### src/pkg/sncr_map.svh
`ifndef SNCR_MAP_SVH
`define SNCR_MAP_SVH

// register numbers on the configuration access port
`define SNCR_SWITCH_DESCRIPTION 8'h01
`define SNCR_SWITCH_CONFIGURATION 8'h04
`define SNCR_NODE_IDENTIFIER 8'h05
`define SNCR_CLOCK_MULTIPLIER_SETTINGS 8'h06
`define SNCR_SWITCH_CLOCK_DIVIDER 8'h07
`define SNCR_REFERENCE_CLOCK_DIVIDER 8'h08
`define SNCR_JTAG_DEVICE_ID 8'h09
`define SNCR_JTAG_USER_CODE 8'h0a
`define SNCR_DIRECTION_TABLE_LOW 8'h0c
`define SNCR_DIRECTION_TABLE_HIGH 8'h0d
`define SNCR_RESERVED_A 8'h10
`define SNCR_RESERVED_B 8'h11
`define SNCR_DEBUG_EVENT_SOURCE 8'h1f

// switch configuration fields
`define SNCR_CFG_LOCK_BIT 31
`define SNCR_CFG_MULT_LOCK_BIT 8
`define SNCR_CFG_HDR_BIT 0

// clock multiplier settings fields
`define SNCR_MUL_NO_RESET_BIT 31
`define SNCR_MUL_NO_WAIT_BIT 30
`define SNCR_MUL_BYPASS_BIT 29
`define SNCR_MUL_JTAG_BOOT_BIT 28
`define SNCR_MUL_WMASK 32'hf39f_ff7f

// reset values
`define SNCR_REF_DIV_RESET 16'h0003
`define SNCR_MUL_RESET 32'h0000_0000

// tile reset pulse length, in clock cycles
`define SNCR_TILE_RESET_CYCLES 8'h10

`endif

### src/pkg/sncr_pkg.sv
package sncr_pkg;

  // configuration access state
  typedef enum logic [1:0] {
    SNCR_IDLE,
    SNCR_RESP
  } sncr_state_e;

  // lookup result
  typedef struct packed {
    logic local_hit;
    logic [3:0] direction;
  } sncr_route_s;

endpackage : sncr_pkg

### src/pkg/sncr_route_if.sv
`timescale 1ns/1ps
interface sncr_route_if;
  logic [15:0] node_id;
  logic [31:0] table_low;
  logic [31:0] table_high;
  logic valid;
  logic [15:0] dest_id;
  logic res_valid;
  sncr_pkg::sncr_route_s res;
  modport table_side (output node_id, table_low, table_high, valid, dest_id,
    input res_valid, res);
  modport lookup (input node_id, table_low, table_high, valid, dest_id,
    output res_valid, res);
endinterface : sncr_route_if

### src/hw/sncr_route.sv
`timescale 1ns/1ps
module sncr_route (
  input wire logic clk,
  input wire logic rst,
  sncr_route_if.lookup rif
);

  typedef struct packed {
    logic res_valid;
    sncr_pkg::sncr_route_s res;
  } sncr_rst_s;

  sncr_rst_s st;
  sncr_rst_s next_st;

  // index of most significant set bit
  function automatic logic [3:0] sncr_msb(input logic [15:0] v);
    logic [3:0] idx;
    idx = 4'h0;
    for (int i = 0; i < 16; i++)
      if (v[i]) idx = 4'(i);
    return idx;
  endfunction : sncr_msb

  // pick direction by highest mismatching identifier bit
  always_comb
  begin
    logic [15:0] diff;
    logic [3:0] pos;
    logic [63:0] tbl;
    diff = rif.node_id ^ rif.dest_id;
    pos = sncr_msb(diff);
    tbl = {rif.table_high, rif.table_low};
    next_st.res_valid = rif.valid;
    next_st.res.local_hit = (diff == 16'h0000);
    next_st.res.direction = (diff == 16'h0000) ? 4'h0 :
      tbl[{pos, 2'b00} +: 4];
  end

  always_ff @(posedge clk or posedge rst)
  begin
    if (rst) st <= '0;
    else st <= next_st;
  end

  assign rif.res_valid = st.res_valid;
  assign rif.res = st.res;

endmodule : sncr_route

### src/hw/sncr_regs.sv
`timescale 1ns/1ps
`include "sncr_map.svh"
module sncr_regs #(
  parameter int NUM_LINKS = 9,
  parameter logic [7:0] LINK_COUNT = 8'h09,
  parameter logic [7:0] SWITCH_CORES = 8'h02,
  parameter logic [7:0] DEVICE_CORES = 8'h02,
  // arbitrary identity values, not of any part
  parameter logic [31:0] JTAG_ID = 32'h0000_0001,
  parameter logic [13:0] USER_CODE = 14'h0000,
  parameter logic [17:0] FIX_ID = 18'h0_0000
) (
  input wire logic clk,
  input wire logic rst,
  input wire logic cfg_wr,
  input wire logic cfg_rd,
  input wire logic [7:0] cfg_addr,
  input wire logic [31:0] cfg_wdata,
  output logic [31:0] cfg_rdata,
  output logic cfg_ack,
  input wire logic [1:0] halt_src,
  input wire logic halt_event,
  input wire logic [NUM_LINKS*4-1:0] link_direction,
  input wire logic route_valid,
  input wire logic [15:0] route_dest,
  output logic route_done,
  output logic route_local,
  output logic [3:0] route_dir,
  output logic [NUM_LINKS-1:0] route_links,
  output logic one_byte_headers,
  output logic [31:0] clock_multiplier_setup,
  output logic mult_wait_lock,
  output logic mult_bypass,
  output logic jtag_boot,
  output logic [2:0] mult_out_div,
  output logic [12:0] mult_feedback,
  output logic [6:0] mult_in_div,
  output logic [15:0] switch_div,
  output logic [15:0] ref_div,
  output logic tile_reset
);

  // elaboration check: link directions are matched for 1 to 16 links
  if (NUM_LINKS < 1 || NUM_LINKS > 16)
  begin : g_bad_links
    $error("sncr_regs: NUM_LINKS out of range");
  end

  ////////////////////////////////////////////////////////////////////////
  typedef struct packed {
    sncr_pkg::sncr_state_e state;
    logic [31:0] rdata;
    logic ack;
    logic lock_all;
    logic lock_mult;
    logic hdr;
    logic [15:0] node_id;
    logic [31:0] mult;
    logic [15:0] sw_div;
    logic [15:0] rf_div;
    logic [31:0] dir_low;
    logic [31:0] dir_high;
    logic [1:0] rsv_a;
    logic [1:0] rsv_b;
    logic [1:0] dbg;
    logic dbg4;
    logic [7:0] trst_cnt;
    logic trst;
    logic done;
    logic loc;
    logic [3:0] dir;
    logic [NUM_LINKS-1:0] links;
  } sncr_regs_s;

  sncr_regs_s st;
  sncr_regs_s next_st;

  sncr_route_if rif ();

  ////////////////////////////////////////////////////////////////////////
  // read mux, reserved bits read zero
  function automatic logic [31:0] sncr_read(input sncr_regs_s s,
    input logic [7:0] a);
    logic [31:0] d;
    d = 32'h0000_0000;
    unique case (a)
      `SNCR_SWITCH_DESCRIPTION:
        d = {8'h00, LINK_COUNT, SWITCH_CORES, DEVICE_CORES};
      `SNCR_SWITCH_CONFIGURATION:
        d = {s.lock_all, 22'h00_0000, s.lock_mult, 7'h00, s.hdr};
      `SNCR_NODE_IDENTIFIER: d = {16'h0000, s.node_id};
      `SNCR_CLOCK_MULTIPLIER_SETTINGS: d = s.mult;
      `SNCR_SWITCH_CLOCK_DIVIDER: d = {16'h0000, s.sw_div};
      `SNCR_REFERENCE_CLOCK_DIVIDER: d = {16'h0000, s.rf_div};
      `SNCR_JTAG_DEVICE_ID: d = JTAG_ID;
      `SNCR_JTAG_USER_CODE: d = {USER_CODE, FIX_ID};
      `SNCR_DIRECTION_TABLE_LOW: d = s.dir_low;
      `SNCR_DIRECTION_TABLE_HIGH: d = s.dir_high;
      `SNCR_RESERVED_A: d = {30'h0000_0000, s.rsv_a};
      `SNCR_RESERVED_B: d = {30'h0000_0000, s.rsv_b};
      `SNCR_DEBUG_EVENT_SOURCE: d = {27'h000_0000, s.dbg4, 2'b00, s.dbg};
      default: d = 32'h0000_0000;
    endcase
    return d;
  endfunction : sncr_read

  ////////////////////////////////////////////////////////////////////////
  // register writes, locks, tile reset and routing
  always_comb
  begin
    logic wr_ok;
    wr_ok = cfg_wr && !st.lock_all;
    next_st = st;
    next_st.ack = 1'b0;
    unique case (st.state)
      sncr_pkg::SNCR_IDLE:
      begin
        if (cfg_wr || cfg_rd)
        begin
          next_st.ack = 1'b1;
          next_st.rdata = cfg_rd ? sncr_read(st, cfg_addr) : 32'h0000_0000;
          next_st.state = sncr_pkg::SNCR_RESP;
        end
      end
      sncr_pkg::SNCR_RESP:
      begin
        wr_ok = 1'b0;
        next_st.state = sncr_pkg::SNCR_IDLE;
      end
    endcase
    if (wr_ok)
    begin
      unique case (cfg_addr)
        `SNCR_SWITCH_CONFIGURATION:
        begin
          next_st.lock_all = cfg_wdata[`SNCR_CFG_LOCK_BIT];
          next_st.lock_mult = cfg_wdata[`SNCR_CFG_MULT_LOCK_BIT];
          next_st.hdr = cfg_wdata[`SNCR_CFG_HDR_BIT];
        end
        `SNCR_NODE_IDENTIFIER: next_st.node_id = cfg_wdata[15:0];
        `SNCR_CLOCK_MULTIPLIER_SETTINGS:
        begin
          if (!st.lock_mult)
          begin
            next_st.mult = cfg_wdata & `SNCR_MUL_WMASK;
            if (!cfg_wdata[`SNCR_MUL_NO_RESET_BIT])
            begin
              next_st.trst = 1'b1;
              next_st.trst_cnt = `SNCR_TILE_RESET_CYCLES;
            end
          end
        end
        `SNCR_SWITCH_CLOCK_DIVIDER: next_st.sw_div = cfg_wdata[15:0];
        `SNCR_REFERENCE_CLOCK_DIVIDER:
          next_st.rf_div = cfg_wdata[15:0];
        `SNCR_DIRECTION_TABLE_LOW: next_st.dir_low = cfg_wdata;
        `SNCR_DIRECTION_TABLE_HIGH: next_st.dir_high = cfg_wdata;
        `SNCR_RESERVED_A: next_st.rsv_a = cfg_wdata[1:0];
        `SNCR_RESERVED_B: next_st.rsv_b = cfg_wdata[1:0];
        `SNCR_DEBUG_EVENT_SOURCE:
        begin
          next_st.dbg = cfg_wdata[1:0];
          next_st.dbg4 = cfg_wdata[4];
        end
        default: ;
      endcase
    end
    // a halt event outranks a software write in the same cycle
    if (halt_event)
      next_st.dbg = halt_src;
    // tile reset pulse countdown
    if (st.trst && !(wr_ok && next_st.trst_cnt == `SNCR_TILE_RESET_CYCLES
        && cfg_addr == `SNCR_CLOCK_MULTIPLIER_SETTINGS))
    begin
      next_st.trst_cnt = st.trst_cnt - 8'h01;
      next_st.trst = (st.trst_cnt != 8'h01);
    end
    // register lookup result and match links by direction
    next_st.done = rif.res_valid;
    next_st.loc = rif.res.local_hit;
    next_st.dir = rif.res.direction;
    for (int i = 0; i < NUM_LINKS; i++)
      next_st.links[i] = rif.res_valid && !rif.res.local_hit &&
        (link_direction[i*4 +: 4] == rif.res.direction);
  end

  always_ff @(posedge clk or posedge rst)
  begin
    if (rst)
    begin
      st <= '0;
      st.state <= sncr_pkg::SNCR_IDLE;
      st.rf_div <= `SNCR_REF_DIV_RESET;
      st.mult <= `SNCR_MUL_RESET;
    end
    else st <= next_st;
  end

  ////////////////////////////////////////////////////////////////////////
  // lookup engine
  assign rif.node_id = st.node_id;
  assign rif.table_low = st.dir_low;
  assign rif.table_high = st.dir_high;
  assign rif.valid = route_valid;
  assign rif.dest_id = route_dest;

  sncr_route u_route (
    .clk(clk),
    .rst(rst),
    .rif(rif)
  );

  ////////////////////////////////////////////////////////////////////////
  // outputs straight from state
  assign cfg_rdata = st.rdata;
  assign cfg_ack = st.ack;
  assign route_done = st.done;
  assign route_local = st.loc;
  assign route_dir = st.dir;
  assign route_links = st.links;
  assign one_byte_headers = st.hdr;
  assign clock_multiplier_setup = st.mult;
  assign mult_wait_lock = !st.mult[`SNCR_MUL_NO_WAIT_BIT];
  assign mult_bypass = st.mult[`SNCR_MUL_BYPASS_BIT];
  assign jtag_boot = st.mult[`SNCR_MUL_JTAG_BOOT_BIT];
  assign mult_out_div = st.mult[25:23];
  assign mult_feedback = st.mult[20:8];
  assign mult_in_div = st.mult[6:0];
  assign switch_div = st.sw_div;
  assign ref_div = st.rf_div;
  assign tile_reset = st.trst;

  ////////////////////////////////////////////////////////////////////////
  // checks
  lock_blocks_a: assert property (@(posedge clk) disable iff (rst)
    (cfg_wr && !st.ack && st.lock_all &&
     cfg_addr == `SNCR_NODE_IDENTIFIER) |=> $stable(st.node_id))
    else $error("write passed the global lock");
  mult_lock_a: assert property (@(posedge clk) disable iff (rst)
    (cfg_wr && !st.ack && st.lock_mult &&
     cfg_addr == `SNCR_CLOCK_MULTIPLIER_SETTINGS) |=> $stable(st.mult))
    else $error("multiplier write passed its lock");
  tile_reset_a: assert property (@(posedge clk) disable iff (rst)
    (cfg_wr && !st.ack && !st.lock_all && !st.lock_mult &&
     cfg_addr == `SNCR_CLOCK_MULTIPLIER_SETTINGS && !cfg_wdata[31])
    |=> tile_reset [*8])
    else $error("tile reset missing after multiplier write");
  no_reset_a: assert property (@(posedge clk) disable iff (rst)
    (!tile_reset && cfg_wr && !st.ack &&
     cfg_addr == `SNCR_CLOCK_MULTIPLIER_SETTINGS && cfg_wdata[31])
    |=> !tile_reset)
    else $error("tile reset despite suppress bit");
  node_upper_a: assert property (@(posedge clk) disable iff (rst)
    cfg_ack && $past(cfg_rd) && $past(cfg_addr) == `SNCR_NODE_IDENTIFIER
    |-> cfg_rdata[31:16] == 16'h0000)
    else $error("node identifier upper bits nonzero");
  local_hit_a: assert property (@(posedge clk) disable iff (rst)
    route_valid && route_dest == st.node_id && $stable(st.node_id)
    |=> ##1 route_done && route_local && route_links == '0)
    else $error("own identifier not delivered locally");
  halt_src_a: assert property (@(posedge clk) disable iff (rst)
    halt_event |=> st.dbg == $past(halt_src))
    else $error("debug source not recorded");
  ref_reset_a: assert property (@(posedge clk)
    $fell(rst) |-> ref_div == 16'h0003)
    else $error("reference divider reset value wrong");

endmodule : sncr_regs

### config.mk
export PLATFORM = sky130hd
export DESIGN_NAME = sncr_regs
export DESIGN_NICKNAME = d
export VERILOG_FILES = /design/src/pkg/sncr_pkg.sv /design/src/pkg/sncr_route_if.sv /design/src/hw/sncr_route.sv /design/src/hw/sncr_regs.sv
export VERILOG_INCLUDE_DIRS = /design/src /design/src/pkg
export SDC_FILE = /design/constraint.sdc
export NUM_CORES = 1
export LEC_CHECK = 0
export BUFFER_PORTS_ARGS = -buffer_cell sky130_fd_sc_hd__clkbuf_2
export CAP_MARGIN = 15
export CORE_ASPECT_RATIO = 1.2
export CORE_MARGIN = 2
export CORE_UTILIZATION = 55
export CTS_CLUSTER_DIAMETER = 40
export CTS_CLUSTER_SIZE = 28
export DETAILED_ROUTE_END_ITERATION = 8
export MAX_ROUTING_LAYER = met4
export PLACE_DENSITY = 0.85
export SLEW_MARGIN = 20
export SYNTH_ARGS = -nofsm -noshare
export SYNTH_HDL_FRONTEND = slang
export SYNTH_SLANG_ARGS = --single-unit
### constraint.sdc
create_clock -name clk -period 7.18 [get_ports clk]
set_input_delay 0.718 -clock clk [delete_from_list [all_inputs] [get_ports clk]]
set_output_delay 0.718 -clock clk [all_outputs]
set_load 0.05 [all_outputs]
==> results of run 1 <==
## worst paths after layout
path	startpoint	to	cells after the start
worst max-delay path	cfg_addr[5]	rif.table_low[13]	8
worst min-delay path	route_valid	u_route.rif.res_valid	1
worst max register to register	rif.node_id[14]	u_route.rif.res[3]	7
worst min register to register	u_route.rif.res[4]	route_local	0
max in group asynchronous	rst	rif.table_low[7]	3
min in group asynchronous	rst	st[18]	2
## registers in the layout, indices dropped and copies added (netlist names), 4 cells and up
register,count
route_links,9
ref_div,16
rif.node_id,16
u_route.rif.res,5
st,18
cfg_rdata,32
rif.table_low,32
clock_multiplier_setup,27
switch_div,16
route_dir,4
rif.table_high,32
## power by group
group	switching (mW)	leakage (nW)	internal, mW	total (mW)
Combinational	0.214	2.98	0.107	0.321
Sequential	0.0493	2.93	1.25	1.30
Clock	0.556	0.436	0.794	1.35
Total	0.819	6.35	2.15	2.97
## critical path, cell delays in order
cell and delay, ns:
clkbuf_2 0.10, or3_1 0.41, nor4_2 0.38, nor2b_2 0.23, buf_4 0.35, nand2_1 0.48, buf_4 0.40, mux2_2 0.31
## cell families (layout without fill, tap and decap cells)
kind of cell,Yosys count,in the layout
simple gates,146,146
fa+ha+maj,2,2
xor+xnor,52,52
mux,183,183
other cells,1,5
compound gates,148,148
buf+inv,191,304
flops,213,213
## layout make-up
cell class,count,area share [%]
well taps,261,2.66
flip-flops and latches,213,43.4
inverters,12,0.427
multi-input cells,536,36.0
clock inverters,19,1.74
clock buffers,29,5.64
repair buffers,244,10.2
## through the flow
| stage | area, um^2 | hold slack [ns] | instances |
|---|---|---|---|
| after floorplan | 11000 | 0.346 | 940 |
| after global placement | 11400 | 0.370 | 1266 |
| after detailed placement | 11400 | 0.386 | 1266 |
| after CTS | 12300 | 0.296 | 1314 |
| after global routing | 12300 | 0.291 | 1314 |
| final | 12300 | 0.306 | 1314 |
## synth_stat cells (11+ instances only)
master / n / share of area (%)
xnor2_1: 34 / 2.7
a21o_1: 13 / 0.89
buf_2: 15 / 0.68
buf_4: 135 / 9.2
a221oi_1: 11 / 0.87
mux2i_1: 39 / 3.5
nand3_1: 16 / 0.73
inv_1: 12 / 0.41
xor2_1: 18 / 1.4
nor3_1: 15 / 0.68
mux2_1: 15 / 1.5
nand2_1: 44 / 1.5
mux2_2: 129 / 13
a222oi_1: 33 / 3.0
a21oi_1: 16 / 0.73
clkbuf_1: 22 / 0.75
nor2_1: 20 / 0.68
o21ai_0: 34 / 1.5
o22ai_1: 14 / 0.80
dfrtp_1: 211 / 48
## routing by layer
metal  share of wire [%]  track usage, %  vias to the layer above
li1                    -               -                     3465
met3                 6.1            3.22                       52
met2                  52            45.3                      368
met5                   0               -                        -
met1                  39            32.4                     3880
met4                 3.0            9.91                        0
==> results.toml, run 1 <==
[timing]
layout_setup_ws_ns = 4.19
min_period_over_period_pct = 41.7
finalClockSkew_ns = 0.0154
tightest_slew_ns = 0.975
rsz0062_at_grt = "no"
slew-limit-headroom_pct = 34.9
hold_violations = 0
tns_ns = 0
fin_crit_ns = 2.99
clock.fmax_ghz = 0.334
setup_viol = 0
final-max-slew-violation-count = 0

[critical_path]
start_kind = "input pin"
cp.arrival_ns = 3.39
critPathMaxFanout = 30
worstSetupPathType = "in2reg"
critPathRequiredTime_ns = 7.58
end_kind = "register"
rrSetupSlack_ns = 4.33

[clock_network]
clkSlewWorstSetupHoldPaths_ns = 0.06
root_buffer = "clkbuf_16"
cts_tree = "built"
cts.repair.resized = 0
numCtsBuffers = 26
htreeDepth = 1
hold_buffers = 0
clkLatencyLatePin_ns = 0.52
cts_buffer_depth = 3
clkSinkCount = 213
post_cts_buffers = 0

[route]
firstDrtPassIters = 5
vias = 7765
drt-total-wl_mm = 27.6
drc = 0
wl_per_cell_um = 21.0
ant_nets = 0
drtIter0Drc = 720
via_per_inst = 5.91

[logic_synthesis]
yosys.area_share.adder_pct = 0.227
synth-compound-area-share_pct = 10.1
synth_mux_area_share_pct = 18.3
synthXorXnorAreaFrac_pct = 4.13
synth_ff_type = "dfrtp_1"
yosysWarnings = 0
yosys.area_share.simple_pct = 7.26
syn_inst = 936
seq_area_frac_synth_pct = 48.4
ys_ff_latch = 213
synth-edff-count = 0
syn_area_mm2 = 0.0110
synth_top_family_by_area = "multiplexers"
ys_types = 66
syn_area_per_cell_um2 = 11.8
async_flop_share_pct = 100

[grt]
grt_usage_pct = 26.5
grt_max_degree = 132
grt_pass1_wl_mm = 43.1
antenna_found_initial = 0
grt_pass1_vias = 7788
gr-total-overflow = 0

[placed_design]
port_buffers = 234
gp_congestion = 0.928
dpl_worst_slack_ns = 3.73
dp_hpwl_mm = 19.0

[final_layout]
final_cell_mix = "234 x clkbuf_2, 211 x dfrtp_1, 129 x mux2_2, 44 x nand2_1, 39 x mux2i_1"
nNetsFinal = 1135
area_delta_synth_final_pct = 11.7
regArea_mm2 = 0.00533
diodes = 0
multiInputGateArea_mm2 = 0.00443
postLayoutCoreUtil_pct = 62.7
nFillCells = 1492
mostFrequentLayoutCell = "clkbuf_2"
drive_gt1_share_pct = 42.1

[run]
max_cap_viol_count = 0

[power_and_ir_drop]
vdd_drop_max_mv = 0.215
report.power.total_mw = 2.97
power_leakage_nw = 6.35
powerDensity_mw_per_mm2 = 241

[worst_hold_path]
hold_path_class = "in2reg"

[floorplan]
core_region_area_mm2 = 0.0196
dieArea_mm2 = 0.0212
floorplan.rows = 56
ios = 240
die_h_um = 159
die_w_um = 133
start_util_pct = 56.1

[outcome]
status = "finished, final reports clean"
No activity file was read; power rests on OpenSTA's default activity.
==> inputs of run 2 (changes only) <==
- clock period: 7.18 -> 2.95 ns (I/O delays scaled with it)
==> run 2 against run 1 <==
Net effect:
- global-route usage up 0.44 points
- largest cell class unchanged
- clock skew grew 0.0041 ns
- cell area is 1.6% higher
- wire length increased by 0.73%
- highest routed layer unchanged
- power is 140% higher
- first-iteration DRC count is 11% higher
==> results.toml, run 2 (synthesized netlist as in run 1, its figures left out) <==
[outcome]
status = "finished, final reports clean"

[route]
via_per_inst = 5.89
ant_nets = 0
drc = 0
vias = 7868
wl_per_cell_um = 20.8
drtIter0Drc = 798
drt-total-wl_mm = 27.8
firstDrtPassIters = 6

[placed_design]
gp_congestion = 0.883
dpl_worst_slack_ns = 0.306
port_buffers = 234
dp_hpwl_mm = 19.4

[timing]
setup_viol = 0
fin_crit_ns = 2.63
hold_violations = 0
layout_setup_ws_ns = 0.325
tns_ns = 0
min_period_over_period_pct = 89.0
holdWs_ns = 0.0311
final-max-slew-violation-count = 0
clock.fmax_ghz = 0.381
finalClockSkew_ns = 0.0195
tightest_slew_ns = 0.884
rsz0062_at_grt = "no"
slew-limit-headroom_pct = 41.0

[critical_path]
cp_cell_sequence = "xnor2_1 > nand2_1 > o31a_2 > nor2_8 > buf_12 > mux2i_1 > o22ai_1 > or4_1"
critPathRequiredTime_ns = 3.34
critPathMaxFanout = 30
slowest_delay_ns = 0.51
start_kind = "register"
cp_slowest_cell = "or4_1"
worstSetupPathType = "reg2reg"
crit_family = "simple AND/OR/NAND/NOR gates"
path_buf_inv = 1
end_kind = "register"
cp.arrival_ns = 3.01

[grt]
gr-total-overflow = 0
grt_pass1_wl_mm = 44.2
grt_usage_pct = 27.0
grt_max_degree = 141
grt_pass1_vias = 8024
antenna_found_initial = 0

[floorplan]
core_region_area_mm2 = 0.0196
die_h_um = 159
die_w_um = 133
floorplan.rows = 56
start_util_pct = 56.1
dieArea_mm2 = 0.0212
ios = 240

[clock_network]
cts_buffer_depth = 3
numCtsBuffers = 27
clkSlewWorstSetupHoldPaths_ns = 0.06
clkSinkCount = 213
htreeDepth = 1
cts.repair.resized = 0
clkLatencyLatePin_ns = 0.53
root_buffer = "clkbuf_16"
cts_tree = "built"

[final_layout]
mostFrequentLayoutCell = "clkbuf_2"
nNetsFinal = 1156
drive_gt1_share_pct = 42.4
final_cell_mix = "234 x clkbuf_2, 211 x dfrtp_1, 129 x mux2_2, 44 x nand2_1, 39 x mux2i_1"
area_delta_synth_final_pct = 13.4
diodes = 0

[power_and_ir_drop]
vdd_drop_max_mv = 0.503
power_leakage_nw = 6.46
powerDensity_mw_per_mm2 = 582
report.power.total_mw = 7.26

[worst_hold_path]
hold_path_class = "in2reg"

[run]
max_cap_viol_count = 0
==> run 2: cell types whose count changed in the layout (fill, tap and decap cells not counted), sizes merged <==
| cell | before | now |
|---|---|---|
| buf | 10 | 24 |
| bufinv | 2 | 3 |
| clkbuf | 263 | 268 |
| clkinv | 3 | 7 |
| clkinvlp | 4 | 1 |
| dlygate4sd3 | 0 | 6 |
| inv | 22 | 16 |
==> run 2: power by group <==
| part | total, mW | switching, mW | internal (mW) |
|---|---|---|---|
| Sequential | 3.16 | 0.123 | 3.04 |
| Clock | 3.31 | 1.27 | 2.04 |
| Combinational | 0.796 | 0.521 | 0.275 |
==> run 2: repair_timing <==
item	4_1_cts	5_1_grt
setup buffers	0	0
endpoints found under the hold margin	11	0
hold buffers	6	0
==> run 2: worst paths after layout <==
check / start / end / slack [ns] / depth (start not counted)
min reg2reg: u_route.rif.res[4] / route_local / 0.37 / 0
max reg2reg: rif.node_id[14] / u_route.rif.res[0] / 0.32 / 8
max in group asynchronous: rst / route_done / 1.68 / 4
min in group asynchronous: rst / clock_multiplier_setup[1] / 0.25 / 3
min: cfg_wdata[27] / rif.table_low[27] / 0.03 / 2
max: rif.node_id[14] / u_route.rif.res[0] / 0.32 / 8
==> run 2: final cells by class <==
class,count,area [um^2]
flip-flops and latches,213,5330
clock inverters,15,185
clock buffers,34,732
multi-input cells,536,4430
inverters,12,48.8
well taps,261,327
fillers,1501,7130
repair buffers,264,1440
==> run 2: stage by stage <==
step | instances | util, % | instance area [um^2]
4_1_cts | 1335 | 63.7 | 12500
3_5_place_dp | 1280 | 58.7 | 11500
3_3_place_gp | 1280 | 58.7 | 11500
6_report | 1335 | 63.7 | 12500
5_1_grt | 1335 | 63.7 | 12500
2_1_floorplan | 940 | - | 11000
==> run 2: routing by layer <==
layer	up-vias	GRT usage [%]	wire length (um)
met1	3976	33.1	11000
met5	-	-	0
met2	330	45.5	14300
li1	3502	-	-
met3	60	3.66	1630
met4	0	10.1	873
==> inputs of run 3 (changes only) <==
- CORE_UTILIZATION: 55 -> 45
- PLACE_DENSITY: 0.85 -> 0.72
==> run 3 against run 2 <==
Net effect:
- maximum frequency shrank 0.74%
- clock power up 2%
- utilization decreased by 11 points
- largest power group unchanged
- via count down 0.70%
- sequential cell count did not move
- critical endpoint is now u_route.rif.res[1]
- highest routed layer unchanged
- final cell count up 4.8%
==> results.toml, run 3 (synthesized netlist as in run 1, its figures left out) <==
[outcome]
status = "finished, final reports clean"

[grt]
grt_usage_pct = 22.8
grt_pass1_vias = 7775
grt_max_degree = 60
gr-total-overflow = 0
antenna_found_initial = 0
grt_pass1_wl_mm = 44.8

[final_layout]
nNetsFinal = 1160
mostFrequentLayoutCell = "clkbuf_2"
postLayoutCoreUtil_pct = 52.8
diodes = 0
area_delta_synth_final_pct = 14.9
final_cell_mix = "234 x clkbuf_2, 211 x dfrtp_1, 129 x mux2_2, 44 x nand2_1, 39 x mux2i_1"
drive_gt1_share_pct = 42.5
nFillCells = 2124
design_area_mm2 = 0.0127

[placed_design]
port_buffers = 234
dpl_worst_slack_ns = 0.289
gp_congestion = 0.923
dp_hpwl_mm = 21.0
placedInstanceArea_mm2 = 0.0116

[power_and_ir_drop]
switchingPower_mw = 2.09
power_leakage_nw = 6.49
p_seq_share_pct = 43.0
vdd_drop_max_mv = 0.429
combPwrFrac_pct = 11.0
switching_share_pct = 28.4
p_int_mw = 5.26
powerDensity_mw_per_mm2 = 581
clkPwrFrac_pct = 46.0

[timing]
final-max-slew-violation-count = 0
setup_viol = 0
clock.fmax_ghz = 0.378
tightest_slew_ns = 0.908
hold_violations = 0
slew-limit-headroom_pct = 39.3
rsz0062_at_grt = "no"
tns_ns = 0
finalClockSkew_ns = 0.0290
min_period_over_period_pct = 89.7
layout_setup_ws_ns = 0.305
fin_crit_ns = 2.64
holdWs_ns = 0.0253

[clock_network]
cts_buffer_depth = 3
clkSlewWorstSetupHoldPaths_ns = 0.06
htreeDepth = 1
hold_buffers = 10
post_cts_buffers = 0
clkSinkCount = 213
cts_tree = "built"
numCtsBuffers = 27
cts.repair.resized = 0
root_buffer = "clkbuf_16"
clkLatencyLatePin_ns = 0.55

[route]
drt-total-wl_mm = 29.1
ant_nets = 0
vias = 7813
wl_per_cell_um = 20.8
drtIter0Drc = 497
drc = 0
firstDrtPassIters = 6
via_per_inst = 5.58

[floorplan]
die_h_um = 175
start_util_pct = 45.9
floorplan.rows = 62
ios = 240
die_w_um = 147
dieArea_mm2 = 0.0257
core_region_area_mm2 = 0.0240

[critical_path]
critPathRequiredTime_ns = 3.35
start_kind = "register"
end_kind = "register"
cp.arrival_ns = 3.04
critPathMaxFanout = 32
worstSetupPathType = "reg2reg"
rrSetupSlack_ns = 0.31

[run]
max_cap_viol_count = 0

[worst_hold_path]
hold_path_class = "in2reg"
[run 3: per-stage QoR]
stage	std cells	power [mW]
floorplan	940	3.79
global placement	1339	3.99
detailed placement	1339	4.01
CTS	1399	7.41
global route	1399	7.62
finish	1399	7.35
[run 3: cell type report]
| class | count | area [um^2] | area share, % |
|---|---|---|---|
| flip-flops and latches | 213 | 5330 | 42.2 |
| clock buffers | 28 | 679 | 5.37 |
| well taps | 320 | 400 | 3.16 |
| inverters | 12 | 48.8 | 0.386 |
| multi-input cells | 536 | 4430 | 35.0 |
| clock inverters | 22 | 259 | 2.05 |
| repair buffers | 268 | 1500 | 11.9 |
[run 3: power groups by stage]
stage	combinational (mW)	clock, mW	sequential, mW
2_1_floorplan	0.619	0	3.17
3_3_place_gp	0.784	0	3.21
3_5_place_dp	0.802	0	3.21
4_1_cts	0.816	3.44	3.16
5_1_grt	0.882	3.57	3.17
6_report	0.810	3.38	3.16
[run 3: per-layer routing]
metal / vias up / routed length, um / global-route usage (%)
met2: 278 / 14900 / 39.4
met3: 47 / 1520 / 3.01
met5: - / 0 / -
li1: 3535 / - / -
met4: 0 / 715 / 6.55
met1: 3953 / 11900 / 28.2
[run 3: final timing paths]
path | startpoint | to | cells past startpoint
max | rif.node_id[14] | u_route.rif.res[1] | 8
min | cfg_wdata[25] | rif.table_low[25] | 2
max reg2reg | rif.node_id[14] | u_route.rif.res[1] | 8
min reg2reg | u_route.rif.res_valid | route_done | 0
max in group asynchronous | rst | rif.table_high[13] | 4
min in group asynchronous | rst | cfg_rdata[26] | 3
[run 3: worst max-delay path, cell delays in order, from the launching register on]
cell     delay, ns
dfrtp_1       0.40
xnor2_1       0.29
nand2_1       0.09
o31a_2        0.44
nor2_8        0.14
buf_12        0.22
mux2i_1       0.30
o22ai_1       0.12
or4_1         0.50
